$ cat src/verilog/pm_csr_pkg.sv
package pm_csr_pkg;
    // one dword of configuration space holds all three registers
    localparam logic [7:0] PM_CSR_OFFSET      = 8'he0;
    localparam logic [7:0] BRIDGE_EXT_OFFSET  = 8'he2;
    localparam logic [7:0] REPORT_DATA_OFFSET = 8'he3;
    localparam logic [5:0] CFG_WORD_INDEX     = PM_CSR_OFFSET[7:2];

    // field positions inside the dword
    localparam int STATE_LSB       = 0;
    localparam int DYN_FLAG_BIT    = 4;
    localparam int WAKE_EN_BIT     = 8;
    localparam int SEL_LSB         = 9;
    localparam int SCALE_LSB       = 13;
    localparam int WAKE_STATUS_BIT = 15;
    localparam int BRIDGE_EXT_LSB  = 16;
    localparam int REPORT_LSB      = 24;

    // reset and constant values
    localparam logic [1:0] STATE_RESET       = 2'h0;
    localparam logic [3:0] SEL_RESET         = 4'h0;
    localparam logic [1:0] SCALE_RESET       = 2'h0;
    localparam logic [7:0] BRIDGE_EXT_VALUE  = 8'h00;
    localparam logic [7:0] REPORT_RESET      = 8'h00;
    localparam logic [3:0] WAKE_CAP_RESET    = 4'h0;

    // preload port map
    localparam int          DATA_BYTES          = 8;
    localparam logic [3:0]  PRELOAD_CAPS_INDEX  = 4'h8;
    localparam logic [3:0]  PRELOAD_SCALE_INDEX = 4'h9;
    localparam int          CAP_LIGHT_BIT       = 0;
    localparam int          CAP_DEEP_BIT        = 1;
    localparam int          CAP_WAKE_LSB        = 2;
    localparam int          CAP_REPORT_BIT      = 6;

    typedef enum logic [1:0] {
        PS_D0 = 2'h0,
        PS_D1 = 2'h1,
        PS_D2 = 2'h2,
        PS_D3 = 2'h3
    } power_state_e;
endpackage : pm_csr_pkg

$ cat src/verilog/cfg_port.sv
`timescale 1ns/10ps
`default_nettype none
module cfg_port
    import pm_csr_pkg::*;
(
    // clock and reset
    input  wire logic        clock,
    input  wire logic        reset,
    // configuration access
    input  wire logic        sel,
    input  wire logic        write,
    input  wire logic [5:0]  addr,
    input  wire logic [3:0]  byteEn,
    input  wire logic [31:0] readWord,
    // answer
    output logic      [31:0] rdata,
    output logic             ack,
    output logic      [3:0]  wrBytes
);
    logic hit;

    assign hit     = sel && (addr == CFG_WORD_INDEX);
    assign wrBytes = (hit && write) ? byteEn : 4'h0;

    // every access completes, whatever it hits or discards
    always_ff @(posedge clock or posedge reset) begin
        if (reset) begin
            ack <= 1'b0;
        end else begin
            ack <= sel; // RULE2
        end
    end

    // unmapped dwords read zero; data holds until the next read
    always_ff @(posedge clock or posedge reset) begin
        if (reset) begin
            rdata <= 32'h0;
        end else if (sel && !write) begin
            rdata <= hit ? readWord : 32'h0;
        end
    end
endmodule : cfg_port
`default_nettype wire

$ cat src/verilog/preload_store.sv
`timescale 1ns/10ps
`default_nettype none
module preload_store
    import pm_csr_pkg::*;
#(
    parameter int BYTES = DATA_BYTES
)(
    // clock and reset
    input  wire logic                  clock,
    input  wire logic                  reset,
    // serial rom or local processor load
    input  wire logic                  loadWrite,
    input  wire logic [3:0]            loadIndex,
    input  wire logic [7:0]            loadData,
    // loaded values
    output logic [BYTES-1:0][7:0]      dataBytes,
    output logic                       lightSleep,
    output logic                       deepSleep,
    output logic [3:0]                 wakeCapable,
    output logic                       reportEnable,
    output logic [1:0]                 dataScale
);
    genvar i;
    generate
        for (i = 0; i < BYTES; i++) begin : g_byte
            always_ff @(posedge clock or posedge reset) begin
                if (reset) begin
                    dataBytes[i] <= 8'h00;
                end else if (loadWrite && loadIndex == 4'(i)) begin
                    dataBytes[i] <= loadData;
                end
            end
        end
    endgenerate

    // both optional states start unsupported
    always_ff @(posedge clock or posedge reset) begin
        if (reset) begin
            lightSleep   <= 1'b0; // RULE16
            deepSleep    <= 1'b0; // RULE16
            wakeCapable  <= WAKE_CAP_RESET;
            reportEnable <= 1'b0;
        end else if (loadWrite && loadIndex == PRELOAD_CAPS_INDEX) begin
            lightSleep   <= loadData[CAP_LIGHT_BIT]; // RULE16
            deepSleep    <= loadData[CAP_DEEP_BIT]; // RULE16
            wakeCapable  <= loadData[CAP_WAKE_LSB +: 4];
            reportEnable <= loadData[CAP_REPORT_BIT];
        end
    end

    // scale is only reachable from this port
    always_ff @(posedge clock or posedge reset) begin
        if (reset) begin
            dataScale <= SCALE_RESET; // RULE10
        end else if (loadWrite && loadIndex == PRELOAD_SCALE_INDEX) begin
            dataScale <= loadData[1:0]; // RULE10
        end
    end
endmodule : preload_store
`default_nettype wire

$ cat src/verilog/pci_power_mgmt_csr.sv
`timescale 1ns/10ps
`default_nettype none
//Behaviour
// RULE1: two-bit power state, D0..D3 as 0..3, resets to D0.
// RULE2: write of unsupported state completes but leaves the field unchanged.
// RULE3: D0 and D3 always accepted; D1, D2 only when preloaded as supported.
// RULE4: bits 3:2 and 7:5 of the control/status register read zero.
// RULE5: dynamic data flag at bit 4 reads zero.
// RULE6: wake enable reads zero, ignores writes, while no wake-capable bit set.
// RULE7: wake enable low never drives the upstream wake; resets to zero.
// RULE8: data selector works only with report enable preloaded; else reads zero.
// RULE9: selector 0..7 picks a preloaded byte; 8..15 give zero data.
// RULE10: data scale read-only from config, loaded by preload, resets zero.
// RULE11: wake status sets on downstream wake when current state is capable.
// RULE12: wake status cleared by writing one; zero ignored; resets zero.
// RULE13: bridge extension byte is constant zero; writes ignored.
// RULE14: report data byte shows selected byte or zero; resets zero.
// RULE15: wake-capable bits map D0 upward; the D3cold bit is always zero.
// RULE16: light and deep sleep capability bits preloaded, default unsupported.
// RULE17: both config sides see and write one shared register copy.
module pci_power_mgmt_csr
    import pm_csr_pkg::*;
#(
    parameter int BYTES = DATA_BYTES
)(
    // clock and reset
    input  wire logic             clock,
    input  wire logic             reset,
    // configuration ports, index 0 primary, 1 secondary
    input  wire logic [1:0]       cfgSel,
    input  wire logic [1:0]       cfgWrite,
    input  wire logic [1:0][5:0]  cfgAddr,
    input  wire logic [1:0][3:0]  cfgByteEn,
    input  wire logic [1:0][31:0] cfgWData,
    output logic      [1:0][31:0] cfgRData,
    output logic      [1:0]       cfgAck,
    // serial rom or local processor preload
    input  wire logic             loadWrite,
    input  wire logic [3:0]       loadIndex,
    input  wire logic [7:0]       loadData,
    // wake pins
    input  wire logic             downWakeN,
    output logic                  upWakeOut,
    output logic                  upWakeOeN
);
    logic [BYTES-1:0][7:0] dataBytes;
    logic                  lightSleep;
    logic                  deepSleep;
    logic [3:0]            wakeCapable;
    logic                  reportEnable;
    logic [1:0]            dataScale;
    logic [1:0][3:0]       wrBytes;
    power_state_e          powerState;
    logic                  wakeEnable;
    logic [3:0]            dataSel;
    logic                  wakeStatus;
    logic                  anyCap;
    logic                  wakeEnView;
    logic                  wakeHit;
    logic [7:0]            reportByte;
    logic [31:0]           readWord;
    logic                  stateWr;
    logic [1:0]            stateReq;
    logic                  enWr;
    logic                  enReq;
    logic                  selWr;
    logic [3:0]            selReq;
    logic                  wakeClear;
    logic                  stateLegal;

    preload_store #(
        .BYTES (BYTES)
    ) u_preload (
        .clock        (clock),
        .reset        (reset),
        .loadWrite    (loadWrite),
        .loadIndex    (loadIndex),
        .loadData     (loadData),
        .dataBytes    (dataBytes),
        .lightSleep   (lightSleep),
        .deepSleep    (deepSleep),
        .wakeCapable  (wakeCapable),
        .reportEnable (reportEnable),
        .dataScale    (dataScale)
    );

    // same decode on both sides, one shared copy behind them
    genvar s;
    generate
        for (s = 0; s < 2; s++) begin : g_side
            cfg_port u_port (
                .clock    (clock),
                .reset    (reset),
                .sel      (cfgSel[s]),
                .write    (cfgWrite[s]),
                .addr     (cfgAddr[s]),
                .byteEn   (cfgByteEn[s]),
                .readWord (readWord), // RULE17
                .rdata    (cfgRData[s]),
                .ack      (cfgAck[s]),
                .wrBytes  (wrBytes[s])
            );
        end
    endgenerate

    // merge both sides; secondary wins a same-cycle collision
    always_comb begin
        stateWr   = 1'b0;
        stateReq  = 2'h0;
        enWr      = 1'b0;
        enReq     = 1'b0;
        selWr     = 1'b0;
        selReq    = 4'h0;
        wakeClear = 1'b0;
        for (int i = 0; i < 2; i++) begin
            if (wrBytes[i][0]) begin
                stateWr  = 1'b1; // RULE17
                stateReq = cfgWData[i][STATE_LSB +: 2];
            end
            if (wrBytes[i][1]) begin
                enWr   = 1'b1;
                enReq  = cfgWData[i][WAKE_EN_BIT];
                selWr  = 1'b1;
                selReq = cfgWData[i][SEL_LSB +: 4];
                if (cfgWData[i][WAKE_STATUS_BIT]) begin
                    wakeClear = 1'b1; // RULE12
                end
            end
        end
    end

    always_comb begin
        case (stateReq)
            PS_D0:   stateLegal = 1'b1; // RULE3
            PS_D1:   stateLegal = lightSleep; // RULE3
            PS_D2:   stateLegal = deepSleep; // RULE3
            PS_D3:   stateLegal = 1'b1; // RULE3
            default: stateLegal = 1'b0;
        endcase
    end

    // an illegal request is dropped silently, the access still acks
    always_ff @(posedge clock or posedge reset) begin
        if (reset) begin
            powerState <= PS_D0; // RULE1
        end else if (stateWr && stateLegal) begin
            powerState <= power_state_e'(stateReq); // RULE2
        end
    end

    assign anyCap     = |wakeCapable;
    assign wakeEnView = wakeEnable && anyCap; // RULE6

    always_ff @(posedge clock or posedge reset) begin
        if (reset) begin
            wakeEnable <= 1'b0; // RULE7
        end else if (enWr && anyCap) begin
            wakeEnable <= enReq; // RULE6
        end
    end

    // selector holds its value unless reporting is enabled
    always_ff @(posedge clock or posedge reset) begin
        if (reset) begin
            dataSel <= SEL_RESET; // RULE8
        end else if (selWr && reportEnable) begin
            dataSel <= selReq; // RULE8
        end
    end

    // no D3cold bit is held, so that state can never wake
    assign wakeHit = !downWakeN && wakeCapable[powerState]; // RULE11 RULE15

    // a wake in the clearing cycle is kept: set beats clear
    always_ff @(posedge clock or posedge reset) begin
        if (reset) begin
            wakeStatus <= 1'b0; // RULE12
        end else if (wakeHit) begin
            wakeStatus <= 1'b1; // RULE11
        end else if (wakeClear) begin
            wakeStatus <= 1'b0; // RULE12
        end
    end

    // open drain: pin only ever pulled low
    always_ff @(posedge clock or posedge reset) begin
        if (reset) begin
            upWakeOut <= 1'b0;
            upWakeOeN <= 1'b1;
        end else begin
            upWakeOut <= 1'b0;
            upWakeOeN <= !(wakeEnView && wakeStatus); // RULE7
        end
    end

    always_comb begin
        reportByte = REPORT_RESET;
        if (reportEnable && !dataSel[3]) begin
            reportByte = dataBytes[dataSel[2:0]]; // RULE9 RULE14
        end
    end

    always_comb begin
        readWord = 32'h0; // RULE4 RULE5
        readWord[STATE_LSB +: 2]        = powerState;
        readWord[WAKE_EN_BIT]           = wakeEnView; // RULE6
        readWord[SEL_LSB +: 4]          = reportEnable ? dataSel : 4'h0;
        readWord[SCALE_LSB +: 2]        = dataScale; // RULE10
        readWord[WAKE_STATUS_BIT]       = wakeStatus;
        readWord[BRIDGE_EXT_LSB +: 8]   = BRIDGE_EXT_VALUE; // RULE13
        readWord[REPORT_LSB +: 8]       = reportByte; // RULE14
    end
endmodule : pci_power_mgmt_csr
`default_nettype wire

$ cat config.mk
export PLATFORM = sky130hd
export DESIGN_NAME = pci_power_mgmt_csr
export DESIGN_NICKNAME = d
export VERILOG_FILES = /design/src/verilog/pm_csr_pkg.sv /design/src/verilog/cfg_port.sv /design/src/verilog/preload_store.sv /design/src/verilog/pci_power_mgmt_csr.sv
export SDC_FILE = /design/constraint.sdc
export NUM_CORES = 1
export LEC_CHECK = 0
export BUFFER_PORTS_ARGS = -buffer_cell sky130_fd_sc_hd__buf_2
export CORE_UTILIZATION = 47
export CTS_CLUSTER_DIAMETER = 120
export DETAILED_ROUTE_END_ITERATION = 10
export GPL_TIMING_DRIVEN = 0
export PLACE_DENSITY_LB_ADDON = 0.15
export SYNTH_ARGS = -nofsm -noshare
export SYNTH_HDL_FRONTEND = slang
export SYNTH_SLANG_ARGS = --single-unit
$ cat constraint.sdc
create_clock -name clock -period 4.29 [get_ports clock]
set_input_delay 1.287 -clock clock [delete_from_list [all_inputs] [get_ports clock]]
set_output_delay 1.287 -clock clock [all_outputs]
set_load 0.05 [all_outputs]
# Yosys cells after proc, flatten, opt, wreduce, memory -nomap -nowiden
# Index checks and enable logic that the tools add are counted.
[op_classes]
n_eq_ne = 14
magnitude_cmp = 2
mux = 27
n_reduce_logical = 33
[op_table]
columns = ["cell", "count"]
rows = [
  ["$mux W32", 2],
  ["$bmux W8 S3", 1],
  ["$logic_and A1 B1 Y1", 23],
  ["$eq A4 B3 Y1 const B", 4],
  ["$mux W8", 2],
  ["$mux W1", 13],
  ["$eq A6 B6 Y1 const B", 2],
  ["$mux W4", 3],
  ["$eq A4 B2 Y1 const B", 2],
  ["$eq A4 B4 Y1 const B", 2],
  ["$mux W2", 4],
  ["$logic_not A1 Y1", 5],
  ["$eq A2 B2 Y1 const B", 2],
  ["$eq A4 B1 Y1 const B", 1],
  ["$logic_not A4 Y1", 1],
  ["$lt A3 B4 Y1 const B", 1],
  ["$reduce_or A4 Y1", 1],
  ["$lt A2 B3 Y1 const B", 1],
  ["$pmux W1 S3", 1],
  ["$bmux W1 S2", 1],
  ["$eq A2 B1 Y1 const B", 1],
  ["$logic_not A2 Y1", 1],
  ["$reduce_bool A2 Y1", 1],
  ["$reduce_or A2 Y1", 1],
]
[totals]
ff_bits = 148

# Logic depth before layout (Yosys ltp)
# Gate-level depths: netlist (run 1).
[depth]
depth_word = 10
ltp_mapped = 10
depth_no_buf = 9

# Modules after synthesis
# From an unflattened synthesis (run 1), not the netlist that was laid out.
[unflattened]
hier_cells = 602
area_unflattened_um2 = 6885.4
[by_module_without_submodules]
columns = ["mod", "instances", "area_per_inst_um2", "cells_each"]
rows = [
  ["preload_store", 1, 2865.2, 169],
  ["cfg_port", 2, 1427.6, 150],
  ["pci_power_mgmt_csr", 1, 1164.9, 133],
]

# Worst setup path before layout (run 1)
# OpenSTA, ideal clock, no wires.
[synth_timing]
path_type = "input to register"
startpoint = "input port cfgSel[1]"
endpoint = "register powerState[0]"
t_required_ps = 4169
setup_slack_ps = 1213
setup_time_ps = 121
stages = 10
t_arrival_ps = 2956
path_cell_list = "and4_1 clkbuf_8 and3_2 o21ai_1 inv_1 ha_1 a21oi_1 o21ai_0 o21ai_1 a22o_1"
[synth_via]
elab_chain_len = 8
[synth_rtl]
columns = ["element", "line", "rtl"]
rows = [
  ["from (decl)", "pci_power_mgmt_csr.sv:30", "input wire logic [1:0] cfgSel,"],
  ["$logic_and A1 B1 Y1 *", "cfg_port.sv:22", "assign hit = sel && (addr == CFG_WORD_INDEX);"],
  ["$logic_and A1 B1 Y1 *", "cfg_port.sv:23", "assign wrBytes = (hit && write) ? byteEn : 4'h0;"],
  ["$mux W2 *", "cfg_port.sv:23", ""],
  ["$mux W2 *", "pci_power_mgmt_csr.sv:116", "if (wrBytes[i][0]) begin"],
  ["via stateReq[0]", "pci_power_mgmt_csr.sv:63", "logic [1:0] stateReq;"],
  ["$eq A2 B2 Y1 or $logic_not A2 Y1 (tied branches)", "pci_power_mgmt_csr.sv:133", "case (stateReq)"],
  ["$reduce_or A2 Y1 (no line)", "n/a", ""],
  ["$pmux W1 S3", "pci_power_mgmt_csr.sv:133", ""],
  ["$logic_and A1 B1 Y1", "pci_power_mgmt_csr.sv:146", "end else if (stateWr && stateLegal) begin"],
  ["to (signal assigned)", "pci_power_mgmt_csr.sv:147", "powerState <= power_state_e'(stateReq);"],
  ["to (decl)", "pci_power_mgmt_csr.sv:53", "power_state_e powerState;"],
]
# Mark *: on every way through the listed nets, which the timed path passes. The rest lies on a longest branch.
# A chain may end at the register's enable or synchronous reset.

# Final worst setup path (run 1)
[layout_timing]
startpoint = "input port cfgAddr[7] (netlist bit)"
endpoint = "register powerState[0]"
[layout_via]
elab_chain_len = 9
[layout_rtl]
columns = ["element", "line", "rtl"]
rows = [
  ["from (decl)", "pci_power_mgmt_csr.sv:32", "input wire logic [1:0][5:0] cfgAddr,"],
  ["$eq A6 B6 Y1 *", "cfg_port.sv:22", ""],
  ["$logic_and A1 B1 Y1 *", "cfg_port.sv:22", ""],
  ["$logic_and A1 B1 Y1 *", "cfg_port.sv:23", ""],
  ["$mux W2 *", "cfg_port.sv:23", ""],
  ["$mux W2 *", "pci_power_mgmt_csr.sv:116", ""],
  ["via stateReq[1]", "pci_power_mgmt_csr.sv:63", ""],
  ["$eq A2 B2 Y1 or $logic_not A2 Y1 (tied branches)", "pci_power_mgmt_csr.sv:133", ""],
  ["$reduce_or A2 Y1 (no line)", "n/a", ""],
  ["$pmux W1 S3 *", "pci_power_mgmt_csr.sv:133", ""],
  ["$logic_and A1 B1 Y1 *", "pci_power_mgmt_csr.sv:146", ""],
]
# Marks and branches as above.

==> run metrics, run 1 <==
Final Hold Vio Count=0; leak pwr=3.338 nW; Top cell by count, worst path=o21ai_1; ANT cells=0; GPL Wtd Cong=0.8214; chip width=112.4 um; Worst Setup End Kind=flop; CTS max path bufs=2; most numerous cell in the Yosys netlist=dfrtp_1; Pwr Density=490.3 nW/um^2; EDFF count, synth=0; Worst VDD drop=300.8 uV; clock skew=0.006112 ns; # IOs=172; RSZ-0062 raised after global routing=no; syn avg cell area=12.87 sq um; Final Core Density=61.47%; Pins Over Slew Limit=0; first-pass GRT wire length=20,920 um; number of global-route vias before repair=3,980; Place WS=0.8214 ns; hold buffers post-CTS=0; CTS tree=done; via count=3,951; crit path max fanout=9; CP top delay family=compound AO/OA/AOI/OAI gates; worst path cell trace=buf_2 > nor4b_4 > and3_2 > o21ai_1 > ha_1 > a21oi_1 > o21ai_0 > o21ai_1 > a22o_1; Fmax=328.1 MHz; register area share after synthesis=52.44%; clock-pin slew on the worst setup and hold paths=0.06 ns; top post-synthesis cells by area=dfrtp_1 52%, mux2_2 14%, mux2i_1 5.1%; Post CTS Setup Buffer Count=0; final wirelength=13,040 um; Synth area leader=dfrtp_1; Row Count=39; Tmin final=3.048 ns; status=finished, final reports clean; max incr delay on CP=0.51 ns; Yosys reg bits=120; slowest CP cell=nor4b_4; Synth Cell Area=5729 sq um; DRC viols=0; setup violators final=0; synth cell count leaders=119 x dfrtp_1, 73 x mux2_2, 33 x buf_4, 29 x mux2i_1, 24 x nand2_1; clk_lat worst skew=0.41 ns; Die ar.=12,630 sq um; post-synth top area share=51.98%; Clock Tree Root=clkbuf_16; Max-slew headroom=33.90%; layout cell share with drive strength beyond 1=43.43%; clk sink count=120; final net count=687; die height=112.4 um; Top FF cell, synth=dfrtp_1; Port-buffer cells=86; Final Cycle Share=71.04%; Buf/Inv on CP=1; Crit Path Class=primary input to flop; CP startpoint kind=primary input; hold crit path type=flop to flop; Initial Util=49.13%; antenna viol nets, final=0; largest net degree at the start of global routing=43; initial DRC count=178; initial antenna violation count=0; P&R area growth vs syn=25.14%; dpl hpwl=9332 um; area of the core=11,660 sq um; Cells after Synth=445; first-pass iteration count of the detailed router=4; setup TNS=0 ns; global route overflow=0; CTS Buf Count=17; setup ws final=1.242 ns; CP Data Arrival Time=3.35 ns; Hold WS=0.4705 ns; Critical Path RT=4.59 ns; Yosys Warn Count=0; drt wl/cell=17.69 um; H-tree levels=4; actual slew at the worst max-slew pin=0.9834 ns; DR vias/cell=5.361; Netlist cell types=49; max-cap viol count=0; GRT Util Overall=22.32%; fraction of registers with async set/reset=100.0%; post_cts resized=0
-- per-stage QoR --
stage,cells,instance area (sq um),power [mW]
after floorplan,473,5838,1.806
after global placement,702,6447,1.930
after detailed placement,705,6507,1.959
after global routing,737,7169,3.647
final,737,7169,3.515
after CTS,737,7169,3.534
-- worst register-to-register path, cell delays in order, from the launching register on --
cell and delay (ns):
dfrtp_1 0.47, nor2b_1 0.62, a22oi_1 0.15, nand3_1 0.20, o21ai_0 0.11
-- final cells by class --
| class | instances | area, sq um |
|---|---|---|
| Tap cell | 143 | 178.9 |
| Clock inverter | 14 | 222.7 |
| Sequential cell | 120 | 3004 |
| Clock buffer | 18 | 439.2 |
| Fill cell | 973 | 4493 |
| Timing Repair Buffer | 89 | 490.5 |
| Inverter | 5 | 22.52 |
| Buffer | 55 | 399.1 |
| Multi-Input combinational cell | 293 | 2412 |
-- layer usage --
layer  share of wire [%]  GRT usage, %
met3                 4.2         4.590
met2                  49         36.44
met1                  45         29.47
met5                   0             0
met4                 1.7         8.533
-- flip-flops by register name (all words and copies together) (netlist names) --
name	count
u_preload.wakeCapable	4
powerState	2
g_side.u_port.rdata	36
u_preload.dataScale	2
wakeEnable	1
upWakeOeN	1
u_preload.deepSleep	1
u_preload.reportEnable	1
u_preload.lightSleep	1
u_preload.dataBytes	64
wakeStatus	1
dataSel	4
g_side.u_port.ack	2
-- placed cells by master (no fill, tap or decap), types with 6 or more instances in the layout --
| cell type | count |
|---|---|
| nand2_1 | 24 |
| conb_1 | 29 |
| buf_2 | 89 |
| a22o_1 | 16 |
| nand3_1 | 8 |
| dfrtp_1 | 119 |
| clkbuf_16 | 17 |
| mux2i_1 | 29 |
| a22oi_1 | 8 |
| buf_4 | 33 |
| nand4b_1 | 7 |
| clkinvlp_4 | 6 |
| o211ai_1 | 7 |
| o21ai_0 | 18 |
| o31ai_1 | 7 |
| clkbuf_1 | 9 |
| a21oi_1 | 8 |
| mux2_2 | 73 |
| clkbuf_8 | 6 |
-- where the power goes --
group          internal, mW  switching (mW)  leakage (nW)
Combinational         0.253           0.292          1.50
Sequential             1.31          0.0930          1.53
Clock                  1.05           0.523         0.305
Total                  2.61           0.908          3.34
-- cells by family (layout without fill, tap and decap cells) --
group	after synthesis	after routing	synth area share (%)
AO/OA/AOI/OAI	77	77	10.05
adder cells (fa/ha/maj)	2	2	0.4367
buffers and inverters	60	181	7.294
flip-flops	120	120	52.44
multiplexers	105	105	20.59
other	1	29	0.06545
AND/OR/NAND/NOR	80	80	9.129
-- final timing paths --
kind                       slack, ns                    endpoint  cells after the start                       start
max in group asynchronous       2.82      u_preload.dataBytes[2]                      4                       reset
hold / removal                  0.47  g_side[0].u_port.rdata[29]                      2  g_side[0].u_port.rdata[29]
min in group asynchronous       0.75        u_preload.lightSleep                      2                       reset
hold reg to reg                 0.47  g_side[0].u_port.rdata[29]                      2  g_side[0].u_port.rdata[29]
setup / recovery                1.24               powerState[0]                      9                  cfgAddr[7]
setup reg to reg                2.59  g_side[1].u_port.rdata[28]                      4                  dataSel[2]
Power figures use the tool's default switching activity.
==> run 2: changes to the inputs <==
- CORE_UTILIZATION: 47 -> 50
- clock period: 4.29 -> 3.14 ns (I/O delays scaled with it)
==> run 2 against run 1 <==
Setup slack lost 0.78 ns. Critical path depth is the same. Clock power grew 16%. Worst hold slack lost 0.0099 ns. Combinational power grew 35%. Core utilization grew 2.7 points. Sequential cell count is the same. Global-route usage grew 1.5 points. Cell count shrank 0.81%. Sequential power grew 36%.
==> run metrics, run 2 (synthesized netlist as in run 1, its figures left out) <==
first-pass GRT wire length=20,520 um (-1.9%); crit path max fanout=9 (unchanged); Worst Setup End Kind=flop; Final Cycle Share=85.34%; Max-slew headroom=34.20% (+0.31 points); CP endpoint=powerState[0]; max reg flops=64 (unchanged); r2r worst-path depth=4 (unchanged); max-cap viol count=0 (unchanged); leak pwr=3.305 nW (-0.98%); hold buffers post-CTS=0 (unchanged); Clock Tree Root=clkbuf_16; setup violators final=0 (unchanged); global route overflow=0 (unchanged); Reg area=3004 sq um (unchanged); Worst VDD drop=336.9 uV (+12%); initial DRC count=165 (-7.3%); CTS tree=done; first-pass iteration count of the detailed router=4 (unchanged); Pins Over Slew Limit=0 (unchanged); via count=3,998 (+1.2%); status=finished, final reports clean; GRT Util Overall=23.78% (+1.5 points); Post CTS Setup Buffer Count=0 (unchanged); CTS Buf Count=17 (unchanged); clock skew=0.004396 ns (-0.001716 ns); P&R area growth vs syn=23.04%; final wirelength=12,850 um (-1.4%); largest net degree at the start of global routing=44 (+2.3%); commonest non-fill, non-tap cell in the layout=dfrtp_1; DR vias/cell=5.469 (+2.0%); footprint of the multi-input gates=2412 sq um (unchanged); biggest regs=u_preload.dataBytes x64, g_side.u_port.rdata x36; actual slew at the worst max-slew pin=0.9788 ns (-0.004562 ns); Fmax=373.2 MHz; Initial Util=52.16% (+3.0 points); Tmin final=2.680 ns; CP Data Arrival Time=2.98 ns (-0.37 ns); clk sink count=120 (unchanged); launch point of the worst path=cfgAddr[7]; CP startpoint kind=primary input; antenna viol nets, final=0 (unchanged); clk_lat worst skew=0.42 ns (about the same); Reg-to-Reg Start=dataSel[1]; setup ws final=0.4603 ns (-0.7821 ns); area of the core=10,980 sq um (-5.8%); RSZ-0062 raised after global routing=no; # fillers=868 (-11%); post_cts resized=0 (unchanged); # IOs=172 (unchanged); final net count=686 (-0.15%); H-tree levels=4 (unchanged); Port-buffer cells=86 (unchanged); Critical Path RT=3.44 ns (-1.15 ns); GPL Wtd Cong=0.7894 (-3.9%); setup TNS=0 ns (unchanged); dpl hpwl=9129 um (-2.2%); drt wl/cell=17.58 um (-0.63%); hold crit path type=flop to flop; number of global-route vias before repair=3,971 (-0.23%); initial antenna violation count=0 (unchanged); Crit Path Class=primary input to flop; DRC viols=0 (unchanged); Die ar.=11,890 sq um (-5.9%); die height=109.0 um (-3.0%); setup slack, reg-to-reg=1.52 ns (-1.07 ns); Pwr Density=633.9 nW/um^2 (+29%); chip width=109.0 um (-3.0%); Most flops, register=u_preload.dataBytes; commonest cells after routing, fill and taps aside=119 x dfrtp_1, 89 x buf_2, 73 x mux2_2; CTS max path bufs=2 (unchanged); layout cell share with drive strength beyond 1=42.64% (-0.79 points); clock-pin slew on the worst setup and hold paths=0.05 ns (about the same); R2R Path End=g_side[0].u_port.rdata[29]; Row Count=38 (-2.6%); Place WS=0.07010 ns (-0.7513 ns); ANT cells=0 (unchanged); Final Hold Vio Count=0 (unchanged)
run 2: cell type report:
cell class	count	area share, %
Buffer	55	5.662
Clock buffer	29	7.952
Clock inverter	1	0.07100
Inverter	5	0.3195
Multi-Input combinational cell	293	34.22
Sequential cell	120	42.62
Tap cell	140	2.485
Timing Repair Buffer	88	6.674
run 2: power breakdown:
| group | leakage (nW) | internal [mW] | switching (mW) | total [mW] |
|---|---|---|---|---|
| logic | 1.49 | 0.343 | 0.394 | 0.737 |
| registers | 1.53 | 1.79 | 0.125 | 1.91 |
| clock network | 0.282 | 1.19 | 0.633 | 1.82 |
run 2: how the worst min path moves through the flow:
| stage | from | to | depth (start not counted) | slack (ns) |
|---|---|---|---|---|
| global route | g_side[0].u_port.rdata[31] | g_side[0].u_port.rdata[31] | 2 | 0.50 |
| finish | wakeEnable | upWakeOeN | 1 | 0.46 |
| CTS | wakeEnable | upWakeOeN | 1 | 0.46 |
| detailed placement | wakeEnable | upWakeOeN | 1 | 0.45 |
| floorplan | wakeEnable | upWakeOeN | 1 | 0.42 |
| global placement | wakeEnable | upWakeOeN | 1 | 0.44 |
run 2: per-stage QoR:
| stage | power [mW] | util [%] | std cells | hold WS (ns) | cell area (sq um) |
|---|---|---|---|---|---|
| after floorplan | 2.468 | - | 473 | 0.4201 | 5838 |
| after global placement | 2.634 | 58.67 | 699 | 0.4410 | 6444 |
| after detailed placement | 2.676 | 59.03 | 701 | 0.4459 | 6484 |
| after CTS | 4.491 | 64.18 | 731 | 0.4553 | 7049 |
| after global routing | 4.633 | 64.18 | 731 | 0.5010 | 7049 |
| final | 4.469 | 64.18 | 731 | 0.4605 | 7049 |
run 2: critical path: stages:
cell and delay [ns]:
buf_2 0.12, nor4b_4 0.52, and3_2 0.29, o21ai_1 0.12
ha_1 0.29, a21oi_1 0.03, o21ai_0 0.27, o21ai_1 0.15
a22o_1 0.25
run 2: routing by layer:
layer	vias to the layer above	wire length, um	global-route usage [%]	share of wire, %
li1	1848	-	-	-
met1	2005	5674	31.16	44
met2	124	6243	37.96	49
met3	21	712	5.619	5.5
met4	0	220	9.749	1.7
met5	-	0	0	0
